==> config.mk <==
export PLATFORM = sky130hd
export DESIGN_NAME = fdic_top
export DESIGN_NICKNAME = d
export VERILOG_FILES = /design/src/pkg/fdic_pkg.sv /design/src/verilog/fdic_top.sv
export VERILOG_INCLUDE_DIRS = /design/src /design/src/pkg
export SDC_FILE = /design/constraint.sdc
export NUM_CORES = 1
export LEC_CHECK = 0
export ABC_CLOCK_PERIOD_IN_PS = 9300
export BUFFER_PORTS_ARGS = -buffer_cell sky130_fd_sc_hd__buf_2
export CAP_MARGIN = 20
export CELL_PAD_IN_SITES_DETAIL_PLACEMENT = 1
export CELL_PAD_IN_SITES_GLOBAL_PLACEMENT = 1
export CORE_UTILIZATION = 48
export DETAILED_ROUTE_END_ITERATION = 6
export GPL_TIMING_DRIVEN = 0
export PLACE_DENSITY_LB_ADDON = 0.3
export RECOVER_POWER = 50
export SLEW_MARGIN = 20
export SYNTH_ARGS = -nofsm -noshare
export SYNTH_HDL_FRONTEND = slang
export SYNTH_SLANG_ARGS = --single-unit
==> constraint.sdc <==
create_clock -name sys_clk -period 9.3 [get_ports sys_clk]
set_input_delay 1.395 -clock sys_clk [delete_from_list [all_inputs] [get_ports sys_clk]]
set_output_delay 1.395 -clock sys_clk [all_outputs]
set_load 0.03 [all_outputs]
==> src/pkg/fdic_regs.svh <==
// register offsets, field positions and timing figures of the fan drive input control
`ifndef FDIC_REGS_SVH
`define FDIC_REGS_SVH

// register byte offsets
`define FDIC_CTRL_OFS      8'h00
`define FDIC_STATUS_OFS    8'h04
`define FDIC_IRQ_STAT_OFS  8'h08
`define FDIC_IRQ_MASK_OFS  8'h0c

// control fields and reset values
`define FDIC_CTRL_RUN_BIT  0
`define FDIC_CTRL_RESET    1'b1

// interrupt event bit positions
`define FDIC_EV_OVERCUR    0
`define FDIC_EV_LOCK       1
`define FDIC_EV_STANDBY    2
`define FDIC_EV_RUNNING    3
`define FDIC_EV_NUM        4

// startup interval strap codes
`define FDIC_SEL_GND       2'h0
`define FDIC_SEL_SUPPLY    2'h1

// edges after reset before the strap synchroniser holds pin values
`define FDIC_SYNC_FILL     2'h2

// clock and timing figures in their own units
`define FDIC_CLK_MHZ       200
`define FDIC_MIN_PULSE_NS  6000
`define FDIC_OC_BLANK_US   25
`define FDIC_STANDBY_US    500
`define FDIC_LOCK_ON_MS    2000
`define FDIC_LOCK_OFF_MS   5000
`define FDIC_START_GND_MS  100
`define FDIC_START_SUP_MS  50
`define FDIC_START_OPEN_MS 200
`define FDIC_ZC_TO_RUN     96

// derived cycle counts; least times round up
`define FDIC_MIN_PULSE_CYC ((`FDIC_MIN_PULSE_NS * `FDIC_CLK_MHZ + 999) / 1000)
`define FDIC_OC_BLANK_CYC  (`FDIC_OC_BLANK_US * `FDIC_CLK_MHZ)
`define FDIC_STANDBY_CYC   (`FDIC_STANDBY_US * `FDIC_CLK_MHZ)
`define FDIC_MS_CYC(ms)    ((ms) * `FDIC_CLK_MHZ * 1000)

`endif

==> src/pkg/fdic_pkg.sv <==
// types of the fan drive input control
package fdic_pkg;

   // gray coded along standby -> start -> run -> lockout
   typedef enum logic [1:0] {
      FDIC_STANDBY = 2'h0,
      FDIC_START   = 2'h1,
      FDIC_RUN     = 2'h3,
      FDIC_LOCKOUT = 2'h2
   } fdic_state_t;

   typedef struct packed {
      logic        spdMeta;
      logic        spdSync;
      logic        spdDly;
      logic        ocMeta;
      logic        ocSync;
      logic        zcMeta;
      logic        zcSync;
      logic        zcDly;
      logic [2:0]  strapMeta;
      logic [2:0]  strapSync;
      logic        strapTaken;
      logic [1:0]  strapWait;
      logic        softEn;
      logic [31:0] interval;
      fdic_state_t state;
      logic [15:0] minCnt;
      logic [31:0] lowCnt;
      logic [15:0] ocCnt;
      logic [31:0] lockCnt;
      logic [31:0] stepCnt;
      logic [6:0]  zcCnt;
      logic        drive;
      logic        step;
      logic        stby;
      logic        runEn;
      logic [3:0]  irqStat;
      logic [3:0]  irqMask;
      logic        irq;
      logic [31:0] rdata;
   } fdic_regs_t;

endpackage

==> src/verilog/fdic_top.sv <==
// input control of a sensorless three-phase fan driver
`timescale 1ns/100ps
`include "fdic_regs.svh"

// Function
// the winding drive follows the speed input so that its duty sets the average drive duty.
// an unconnected speed input reads as high and gives full drive.
// holding the speed input low stops the motor and releasing it starts it again.
// speed input waveforms of 15 to 30 kHz pass to the drive without re-timing.
// very short input pulses are stretched to a drive pulse of at least 6 us.
// soft switching is on when its select strap is grounded and off when open.
// the forced startup interval is 100 ms grounded, 50 ms on supply and 200 ms open.
// an overcurrent trip turns all drivers off for 25 us.
// the integrator should pick 50 ms and go longer only if startup back-EMF is poor.
// during startup the drive is full on until 96 zero crossings are counted.
// a speed input held low for 500 us puts the device in standby.
// with no zero crossing for 2 s the outputs are off for 5 s, then restart.
// startup commutation steps come from an internal timer until zero crossings take over.
// the speed input passes a two-stage synchroniser before any use.
module fdic_top
   import fdic_pkg::*;
#(
   parameter int unsigned MIN_PULSE_CYC  = `FDIC_MIN_PULSE_CYC,
   parameter int unsigned OC_BLANK_CYC   = `FDIC_OC_BLANK_CYC,
   parameter int unsigned STANDBY_CYC    = `FDIC_STANDBY_CYC,
   parameter int unsigned LOCK_ON_CYC    = `FDIC_MS_CYC(`FDIC_LOCK_ON_MS),
   parameter int unsigned LOCK_OFF_CYC   = `FDIC_MS_CYC(`FDIC_LOCK_OFF_MS),
   parameter int unsigned START_GND_CYC  = `FDIC_MS_CYC(`FDIC_START_GND_MS),
   parameter int unsigned START_SUP_CYC  = `FDIC_MS_CYC(`FDIC_START_SUP_MS),
   parameter int unsigned START_OPEN_CYC = `FDIC_MS_CYC(`FDIC_START_OPEN_MS),
   parameter int unsigned ZC_TO_RUN      = `FDIC_ZC_TO_RUN
) (
   // clock and reset
   input  wire logic        sys_clk,
   input  wire logic        srst,
   // pins
   input  wire logic        speedIn,
   input  wire logic        softSwitchSelect,
   input  wire logic [1:0]  startupIntervalSelect,
   input  wire logic        overcurrentTrip,
   input  wire logic        zeroCrossFlag,
   // register port
   input  wire logic [7:0]  regAddr,
   input  wire logic [31:0] regWdata,
   input  wire logic        regWr,
   input  wire logic        regRd,
   output logic      [31:0] regRdata,
   // drive side
   output logic             driveOn,
   output logic             commStep,
   output logic             softSwitchEn,
   output logic             standby,
   output logic             irq
);

   fdic_regs_t r_reg;
   fdic_regs_t r_next;

   logic       spdRise;
   logic       zcPulse;
   logic       blanked;
   logic [3:0] events;
   logic [3:0] w1c;

   always_comb begin
      r_next = r_reg;
      events = 4'h0;
      w1c    = 4'h0;
      // synchronisers; first stage is read only by the second
      r_next.spdMeta   = speedIn;
      r_next.spdSync   = r_reg.spdMeta;
      r_next.spdDly    = r_reg.spdSync;
      r_next.ocMeta    = overcurrentTrip;
      r_next.ocSync    = r_reg.ocMeta;
      r_next.zcMeta    = zeroCrossFlag;
      r_next.zcSync    = r_reg.zcMeta;
      r_next.zcDly     = r_reg.zcSync;
      r_next.strapMeta = {softSwitchSelect, startupIntervalSelect};
      r_next.strapSync = r_reg.strapMeta;
      spdRise = r_reg.spdSync && !r_reg.spdDly;
      zcPulse = r_reg.zcSync && !r_reg.zcDly;

      // straps are caught once, after the synchroniser has filled;
      // its stages are reset too, so reading them earlier would catch the reset value
      if (!r_reg.strapTaken) begin
         if (r_reg.strapWait == `FDIC_SYNC_FILL) begin
            r_next.strapTaken = 1'b1;
            r_next.softEn     = !r_reg.strapSync[2];
            case (r_reg.strapSync[1:0])
               `FDIC_SEL_GND:    r_next.interval = 32'(START_GND_CYC);
               `FDIC_SEL_SUPPLY: r_next.interval = 32'(START_SUP_CYC);
               default:          r_next.interval = 32'(START_OPEN_CYC);
            endcase
         end else begin
            r_next.strapWait = r_reg.strapWait + 2'h1;
         end
      end

      // overcurrent blanking restarts while the trip persists
      if (r_reg.ocSync) begin
         r_next.ocCnt = 16'(OC_BLANK_CYC);
         if (r_reg.ocCnt == 16'h0000)
            events[`FDIC_EV_OVERCUR] = 1'b1;
      end else if (r_reg.ocCnt != 16'h0000) begin
         r_next.ocCnt = r_reg.ocCnt - 16'h0001;
      end
      blanked = r_reg.ocSync || r_reg.ocCnt != 16'h0000;

      // minimum on-pulse stretcher
      if (spdRise)
         r_next.minCnt = 16'(MIN_PULSE_CYC - 1);
      else if (r_reg.minCnt != 16'h0000)
         r_next.minCnt = r_reg.minCnt - 16'h0001;

      // low time toward standby
      if (r_reg.spdSync)
         r_next.lowCnt = 32'h0;
      else if (r_reg.lowCnt != 32'(STANDBY_CYC))
         r_next.lowCnt = r_reg.lowCnt + 32'h1;

      r_next.step = 1'b0;
      case (r_reg.state)
         FDIC_STANDBY: begin
            if (r_reg.spdSync && r_reg.runEn && r_reg.strapTaken) begin
               r_next.state   = FDIC_START;
               r_next.stepCnt = 32'h0;
               r_next.zcCnt   = 7'h00;
               r_next.lockCnt = 32'h0;
            end
         end
         FDIC_START, FDIC_RUN: begin
            if (r_reg.state == FDIC_START) begin
               if (r_reg.stepCnt >= r_reg.interval - 32'h1) begin
                  r_next.stepCnt = 32'h0;
                  r_next.step    = 1'b1;
               end else begin
                  r_next.stepCnt = r_reg.stepCnt + 32'h1;
               end
               if (zcPulse) begin
                  r_next.zcCnt = r_reg.zcCnt + 7'h01;
                  if (r_reg.zcCnt == 7'(ZC_TO_RUN - 1)) begin
                     r_next.state = FDIC_RUN;
                     events[`FDIC_EV_RUNNING] = 1'b1;
                  end
               end
            end
            if (zcPulse) begin
               r_next.lockCnt = 32'h0;
            end else if (r_reg.lockCnt >= 32'(LOCK_ON_CYC - 1)) begin
               r_next.state   = FDIC_LOCKOUT;
               r_next.lockCnt = 32'h0;
               events[`FDIC_EV_LOCK] = 1'b1;
            end else begin
               r_next.lockCnt = r_reg.lockCnt + 32'h1;
            end
            if (r_reg.lowCnt == 32'(STANDBY_CYC) || !r_reg.runEn) begin
               r_next.state = FDIC_STANDBY;
               events[`FDIC_EV_STANDBY] = 1'b1;
            end
         end
         FDIC_LOCKOUT: begin
            if (r_reg.lockCnt >= 32'(LOCK_OFF_CYC - 1)) begin
               r_next.state   = FDIC_START;
               r_next.lockCnt = 32'h0;
               r_next.stepCnt = 32'h0;
               r_next.zcCnt   = 7'h00;
            end else begin
               r_next.lockCnt = r_reg.lockCnt + 32'h1;
            end
            if (r_reg.lowCnt == 32'(STANDBY_CYC) || !r_reg.runEn) begin
               r_next.state = FDIC_STANDBY;
               events[`FDIC_EV_STANDBY] = 1'b1;
            end
         end
         default: r_next.state = FDIC_STANDBY;
      endcase

      // drive: input duty passes straight through, stretched, forced full at startup
      case (r_reg.state)
         FDIC_START: r_next.drive = !blanked;
         FDIC_RUN:   r_next.drive = !blanked &&
                                    (r_reg.spdSync || r_reg.minCnt != 16'h0000);
         default:    r_next.drive = 1'b0;
      endcase
      r_next.stby = r_next.state == FDIC_STANDBY;

      // register writes; a set in the same cycle beats the clear
      if (regWr) begin
         case (regAddr)
            `FDIC_CTRL_OFS:     r_next.runEn   = regWdata[`FDIC_CTRL_RUN_BIT];
            `FDIC_IRQ_STAT_OFS: w1c            = regWdata[3:0];
            `FDIC_IRQ_MASK_OFS: r_next.irqMask = regWdata[3:0];
            default:            r_next.runEn   = r_reg.runEn;
         endcase
      end
      r_next.irqStat = (r_reg.irqStat & ~w1c) | events;
      r_next.irq     = |(r_next.irqStat & r_next.irqMask);

      // read data stands only in the cycle after the strobe
      r_next.rdata = 32'h0;
      if (regRd) begin
         case (regAddr)
            `FDIC_CTRL_OFS:     r_next.rdata = {31'h0, r_reg.runEn};
            `FDIC_STATUS_OFS:   r_next.rdata = {17'h0, r_reg.zcCnt, r_reg.softEn,
                                                r_reg.spdSync, r_reg.drive, blanked,
                                                r_reg.strapSync[1:0], r_reg.state};
            `FDIC_IRQ_STAT_OFS: r_next.rdata = {28'h0, r_reg.irqStat};
            `FDIC_IRQ_MASK_OFS: r_next.rdata = {28'h0, r_reg.irqMask};
            default:            r_next.rdata = 32'h0;
         endcase
      end
   end

   always_ff @(posedge sys_clk) begin
      if (srst) begin
         r_reg            <= '0;
         // pulled-up pins idle high so an open input reads as full drive
         r_reg.spdMeta    <= 1'b1;
         r_reg.spdSync    <= 1'b1;
         r_reg.spdDly     <= 1'b1;
         r_reg.strapMeta  <= 3'h7;
         r_reg.strapSync  <= 3'h7;
         r_reg.interval   <= 32'(START_OPEN_CYC);
         r_reg.state      <= FDIC_STANDBY;
         r_reg.stby       <= 1'b1;
         r_reg.runEn      <= `FDIC_CTRL_RESET;
      end else begin
         r_reg <= r_next;
      end
   end

   assign regRdata     = r_reg.rdata;
   assign driveOn      = r_reg.drive;
   assign commStep     = r_reg.step;
   assign softSwitchEn = r_reg.softEn;
   assign standby      = r_reg.stby;
   assign irq          = r_reg.irq;
endmodule // fdic_top

## Word level (Yosys, flattened, before mapping)

Cells that the tools add are included.

- Memories kept: 0
- Latch bits: 0
- Memory bits (read-only): 0
- Flip-flop bits (word level): 232
- Input port bits: 50
- Memory bits (writable): 0
- Output and inout bits: 37

- Shift operators: 0
- Equality and inequality tests: 15
- Reductions and logical operators: 35
- Multipliers: 0
- Mux-type cells: 46
- $lt $le $gt $ge: 3
- Divide/modulo/power cells: 0
- Bitwise gates (word level): 9
- $add $sub $neg: 8

Operators by type and width:

| operator | count |
|---|---|
| 71-bit one-hot mux with 3 select lines | 1 |
| 32-bit 2-to-1 mux | 4 |
| 32-bit by 1-bit adder with 32-bit output, second input constant | 3 |
| 39-bit 2-to-1 mux | 2 |
| 71-bit 2-to-1 mux | 1 |
| 15-bit one-hot mux with 4 select lines | 1 |
| 26-bit one-hot mux with 2 select lines | 1 |
| 36-bit 2-to-1 mux | 1 |
| 33-bit 2-to-1 mux | 1 |
| 32-bit by 17-bit equality test with 1-bit output, second input constant | 1 |
| 32-bit by 29-bit >= comparator with 1-bit output, second input constant | 1 |
| 32-bit by 30-bit >= comparator with 1-bit output, second input constant | 1 |
| 32-bit >= comparator | 1 |
| 32-bit by 17-bit inequality test with 1-bit output, second input constant | 1 |
| 16-bit nonzero test | 2 |
| 16-bit by 1-bit subtractor with 16-bit output, second input constant | 2 |
| 32-bit by 1-bit subtractor with 32-bit output, second input constant | 1 |
| 13-bit 2-to-1 mux | 2 |
| 11-bit 2-to-1 mux | 2 |
| 2-bit 2-to-1 mux | 10 |
| 8-bit by 4-bit equality test with 1-bit output, second input constant | 2 |
| 16-bit logical NOT | 1 |
| 4-bit 2-to-1 mux | 4 |
| 1-bit 2-to-1 mux | 13 |
| 26 further kinds | 57 |

## Longest topological paths before layout

- Depth in word-level cells: 9
- Depth in mapped cells: 17
- Depth with buffers taken out: 14

## Worst setup path after synthesis

OpenSTA, ideal clock, no wires.

- Path type: reg2reg
- From: reg r_reg[205] in the netlist's numbering
- To: reg r_reg[54] in the netlist's numbering
- Setup time: 0.070 ns
- Setup slack: 5.739 ns
- Arrival: 3.490 ns
- Path buffers: 3
- Period minus slack after synthesis: 3.561 ns
- Stages on the path, launching flop included: 18
- Cell sequence: dfxtp_1 > clkbuf_1 > inv_1 > ha_1 > nand2_1 > nand3_1 > nor4_1 > nand2_1 > ha_1 > a21o_1 > a21o_1 > a21oi_1 > o21ai_0 > nor3b_1 > clkbuf_1 > clkbuf_1 > o21ai_0 > a21oi_1

- Word-level cells in the longest chain between the ends: 5

Ends and longest elaborated chain:

| element | RTL line | RTL |
|---|---|---|
| start, declared | fdic_top.sv:56 | `fdic_regs_t r_reg;` |
| start signal, assigned | fdic_top.sv:228 | `r_reg <= r_next;` |
| 32-bit by 1-bit subtractor with 32-bit output | fdic_top.sv:133 | `if (r_reg.stepCnt >= r_reg.interval - 32'h1) begin` |
| 32-bit >= comparator | fdic_top.sv:133 |  |
| 32-bit 2-to-1 mux | fdic_top.sv:133 |  |
| 39-bit 2-to-1 mux | fdic_top.sv:132 | `if (r_reg.state == FDIC_START) begin` |
| 71-bit one-hot mux with 3 select lines | fdic_top.sv:122 | `case (r_reg.state)` |

Every way passes these cells. The select of a mux whose other input is x is not followed.
A chain may end at the register's enable or synchronous reset.

## Worst setup path after layout

- From: reg r_reg[205] in the netlist's numbering
- To: reg r_reg[69] in the netlist's numbering

Same word-level chain as after synthesis.

==> metrics.cfg <==
[sta]
setup-violations-final = 0
hold_slack_ns = 0.419
fin_tns_setup_ns = 0
hold_viol = 0
min_period_over_period_pct = 55.4
max_freq_ghz = 0.194
maxSlewHeadroom_pct = 16.5
rsz0062_at_grt = no
slew_violations = 0
tightest_slew_ns = 1.24
fin_crit_ns = 5.15
clock_skew_ns = 0.0120

[floorplan]
fp-row-count = 50
core_um2 = 19000
die_area_um2 = 20200
die_height_um = 142
die_w_um = 142
start_util_pct = 49.6
io_pins = 87

[clock_network]
post_cts_buffers = 0
h-tree-depth = 4
ctsHoldBuffers = 0
clock_latency_ns = 0.44
cts_sinks = 189
root_buffer = clkbuf_16
clk_pin_slew_worst_paths_ns = 0.07
ctsResizeCount = 0
cts_tree = done
cts.path.max_buffers = 2
cts_buffers = 17

[yosys]
synth_cell_type_count = 65
muxShareOfSynthArea_pct = 1.35
synth_xor_area_share_pct = 7.14
synth_area_per_cell_um2 = 8.24
synthCells = 1145
ys_ff_latch = 189
syn-cell-area_um2 = 9440
yosysWarningCount = 0
synth_compound_area_share_pct = 12.1
synth_flop_cell = dfxtp_1
ys_seq_area_share_pct = 40.1
yosys.area_share.simple_pct = 29.0
synth_adder_area_share_pct = 4.64
synth_top_family_by_area = simple AND/OR/NAND/NOR gates
async_flop_share_pct = 0
synth_edf_count = 0

[critical_path]
arrival_ns = 5.52
startpoint_type = register
worst_setup_path_end_kind = register
required_ns = 9.67
crit_type = register to register
crit_chain = clkbuf_1 -> inv_1 -> ha_1 -> nand2_1 -> nand3_1 -> nor4_1 -> nand2_1 -> ha_1 -> a21o_1 -> a21o_1 -> a21oi_1 -> o21ai_0 -> nor3b_1 -> clkbuf_1 -> clkbuf_1 -> o21ai_0 -> a21oi_1
critical-path-slowest-cell = nor3b_1
path_buf_inv = 4
reg2reg_slack_ns = 4.15
reg2reg_from = r_reg[205]
reg2reg_depth = 17
r2r_end = r_reg[69]
max_stage_delay_ns = 0.59
crit_top_cell = clkbuf_1
crit_family = buffers and inverters
critPathMaxFanout = 10

[finish]
final_cell_mix = dfxtp_1, nand2_1, nor2_1
diodes = 0
largest_register_ffs = 161
final_common_cell = dfxtp_1
area_delta_synth_final_pct = 11.4
nNetsFinal = 1303
drive_gt1_share_pct = 8.94

[hold_path]
min_path_type = register to register
hold_depth = 1
hold_end = softSwitchEn
hold_start = r_reg[220]

[global_route]
grt_overflow = 0
grt.total_usage_pct = 27.3
grt_pass1_wl_mm = 43.7
grt_max_degree = 17
first_global_vias = 8738
antenna_found_initial = 0

[placement]
numPortBuffers = 38
gp_congestion = 0.838
dp_hpwl_mm = 19.1

[power_and_ir_drop]
peakVddDrop_uv = 110
power_density_nw_per_um2 = 207
power_leakage_nw = 3.79

[flow_run]
max-cap-violations = 0

[route]
antenna_left = 0
wl_per_cell_um = 17.7
drt_iter0_drc = 438
drt_first_pass_iters = 4
drc_errors = 0
wirelength_mm = 26.3
vias = 8513
viasPerCell = 5.71

[status]
status = complete, no violations

## metal layers
metal | routed length (um) | up-vias | track usage, % | share of wire (%)
met4 | 566 | 0 | 9.11 | 2.1
met1 | 12000 | 4188 | 33.8 | 45
li1 | - | 4121 | - | -
met5 | 0 | - | 0 | 0
met2 | 12900 | 159 | 47.9 | 49
met3 | 871 | 45 | 4.58 | 3.3
## power breakdown
| part | total (mW) | switching [mW] | internal [mW] |
|---|---|---|---|
| Clock | 0.695 | 0.336 | 0.359 |
| Combinational | 0.536 | 0.337 | 0.198 |
| Sequential | 0.948 | 0.0655 | 0.882 |
## cell families (layout without fill, tap and decap cells)
| logic type | count (synthesis) | after routing |
|---|---|---|
| buffers and inverters | 103 | 172 |
| other | 1 | 17 |
| multiplexers | 11 | 11 |
| XOR/XNOR | 77 | 77 |
| AO/OA/AOI/OAI | 183 | 183 |
| adder cells (fa/ha/maj) | 35 | 35 |
| flip-flops | 189 | 189 |
| AND/OR/NAND/NOR | 546 | 546 |
## through the flow
step / setup WS (ns) / std cells / area, um^2 / util, % / total power [mW]
final: 4.15 / 1490 / 10500 / 55.3 / 2.18
after global routing: 3.97 / 1490 / 10500 / 55.3 / 2.30
after CTS: 4.34 / 1490 / 10600 / 55.5 / 2.19
after detailed placement: 4.49 / 1459 / 10000 / 52.7 / 1.50
after global placement: 4.62 / 1459 / 10000 / 52.7 / 1.47
after floorplan: 5.74 / 1161 / 9500 / - / 1.35
## how the worst max path moves through the flow
stage / from / end / slack (ns) / depth (start not counted)
after global routing: r_reg[205] / r_reg[69] / 3.97 / 17
after global placement: r_reg[205] / r_reg[69] / 4.62 / 17
after floorplan: r_reg[205] / r_reg[54] / 5.74 / 17
after detailed placement: r_reg[205] / r_reg[69] / 4.49 / 17
final: r_reg[205] / r_reg[69] / 4.15 / 17
after CTS: r_reg[205] / r_reg[59] / 4.34 / 17
## Yosys cell counts (24+ instances only)
master,count,area share (%)
clkbuf_1,36,1.4
nor2_1,129,5.1
dfxtp_1,189,40
o21ai_0,40,2.1
xnor2_1,49,4.5
nand4_1,25,1.7
a21oi_1,68,3.6
inv_1,24,0.95
buf_4,32,2.5
nor3_1,43,2.3
ha_1,35,4.6
nand2_1,132,5.2
xor2_1,28,2.6
nand3_1,59,3.1
## final cells by class
| type | instances | area [um^2] |
|---|---|---|
| repair buffers | 38 | 165 |
| well taps | 260 | 325 |
| plain buffers | 79 | 437 |
| fillers | 2381 | 8500 |
| flip-flops and latches | 189 | 3780 |
| multi-input cells | 869 | 5170 |
| inverters | 24 | 90.1 |
| clock inverters | 11 | 85.1 |
| clock buffers | 20 | 457 |
(Power assumes the default switching activity.)
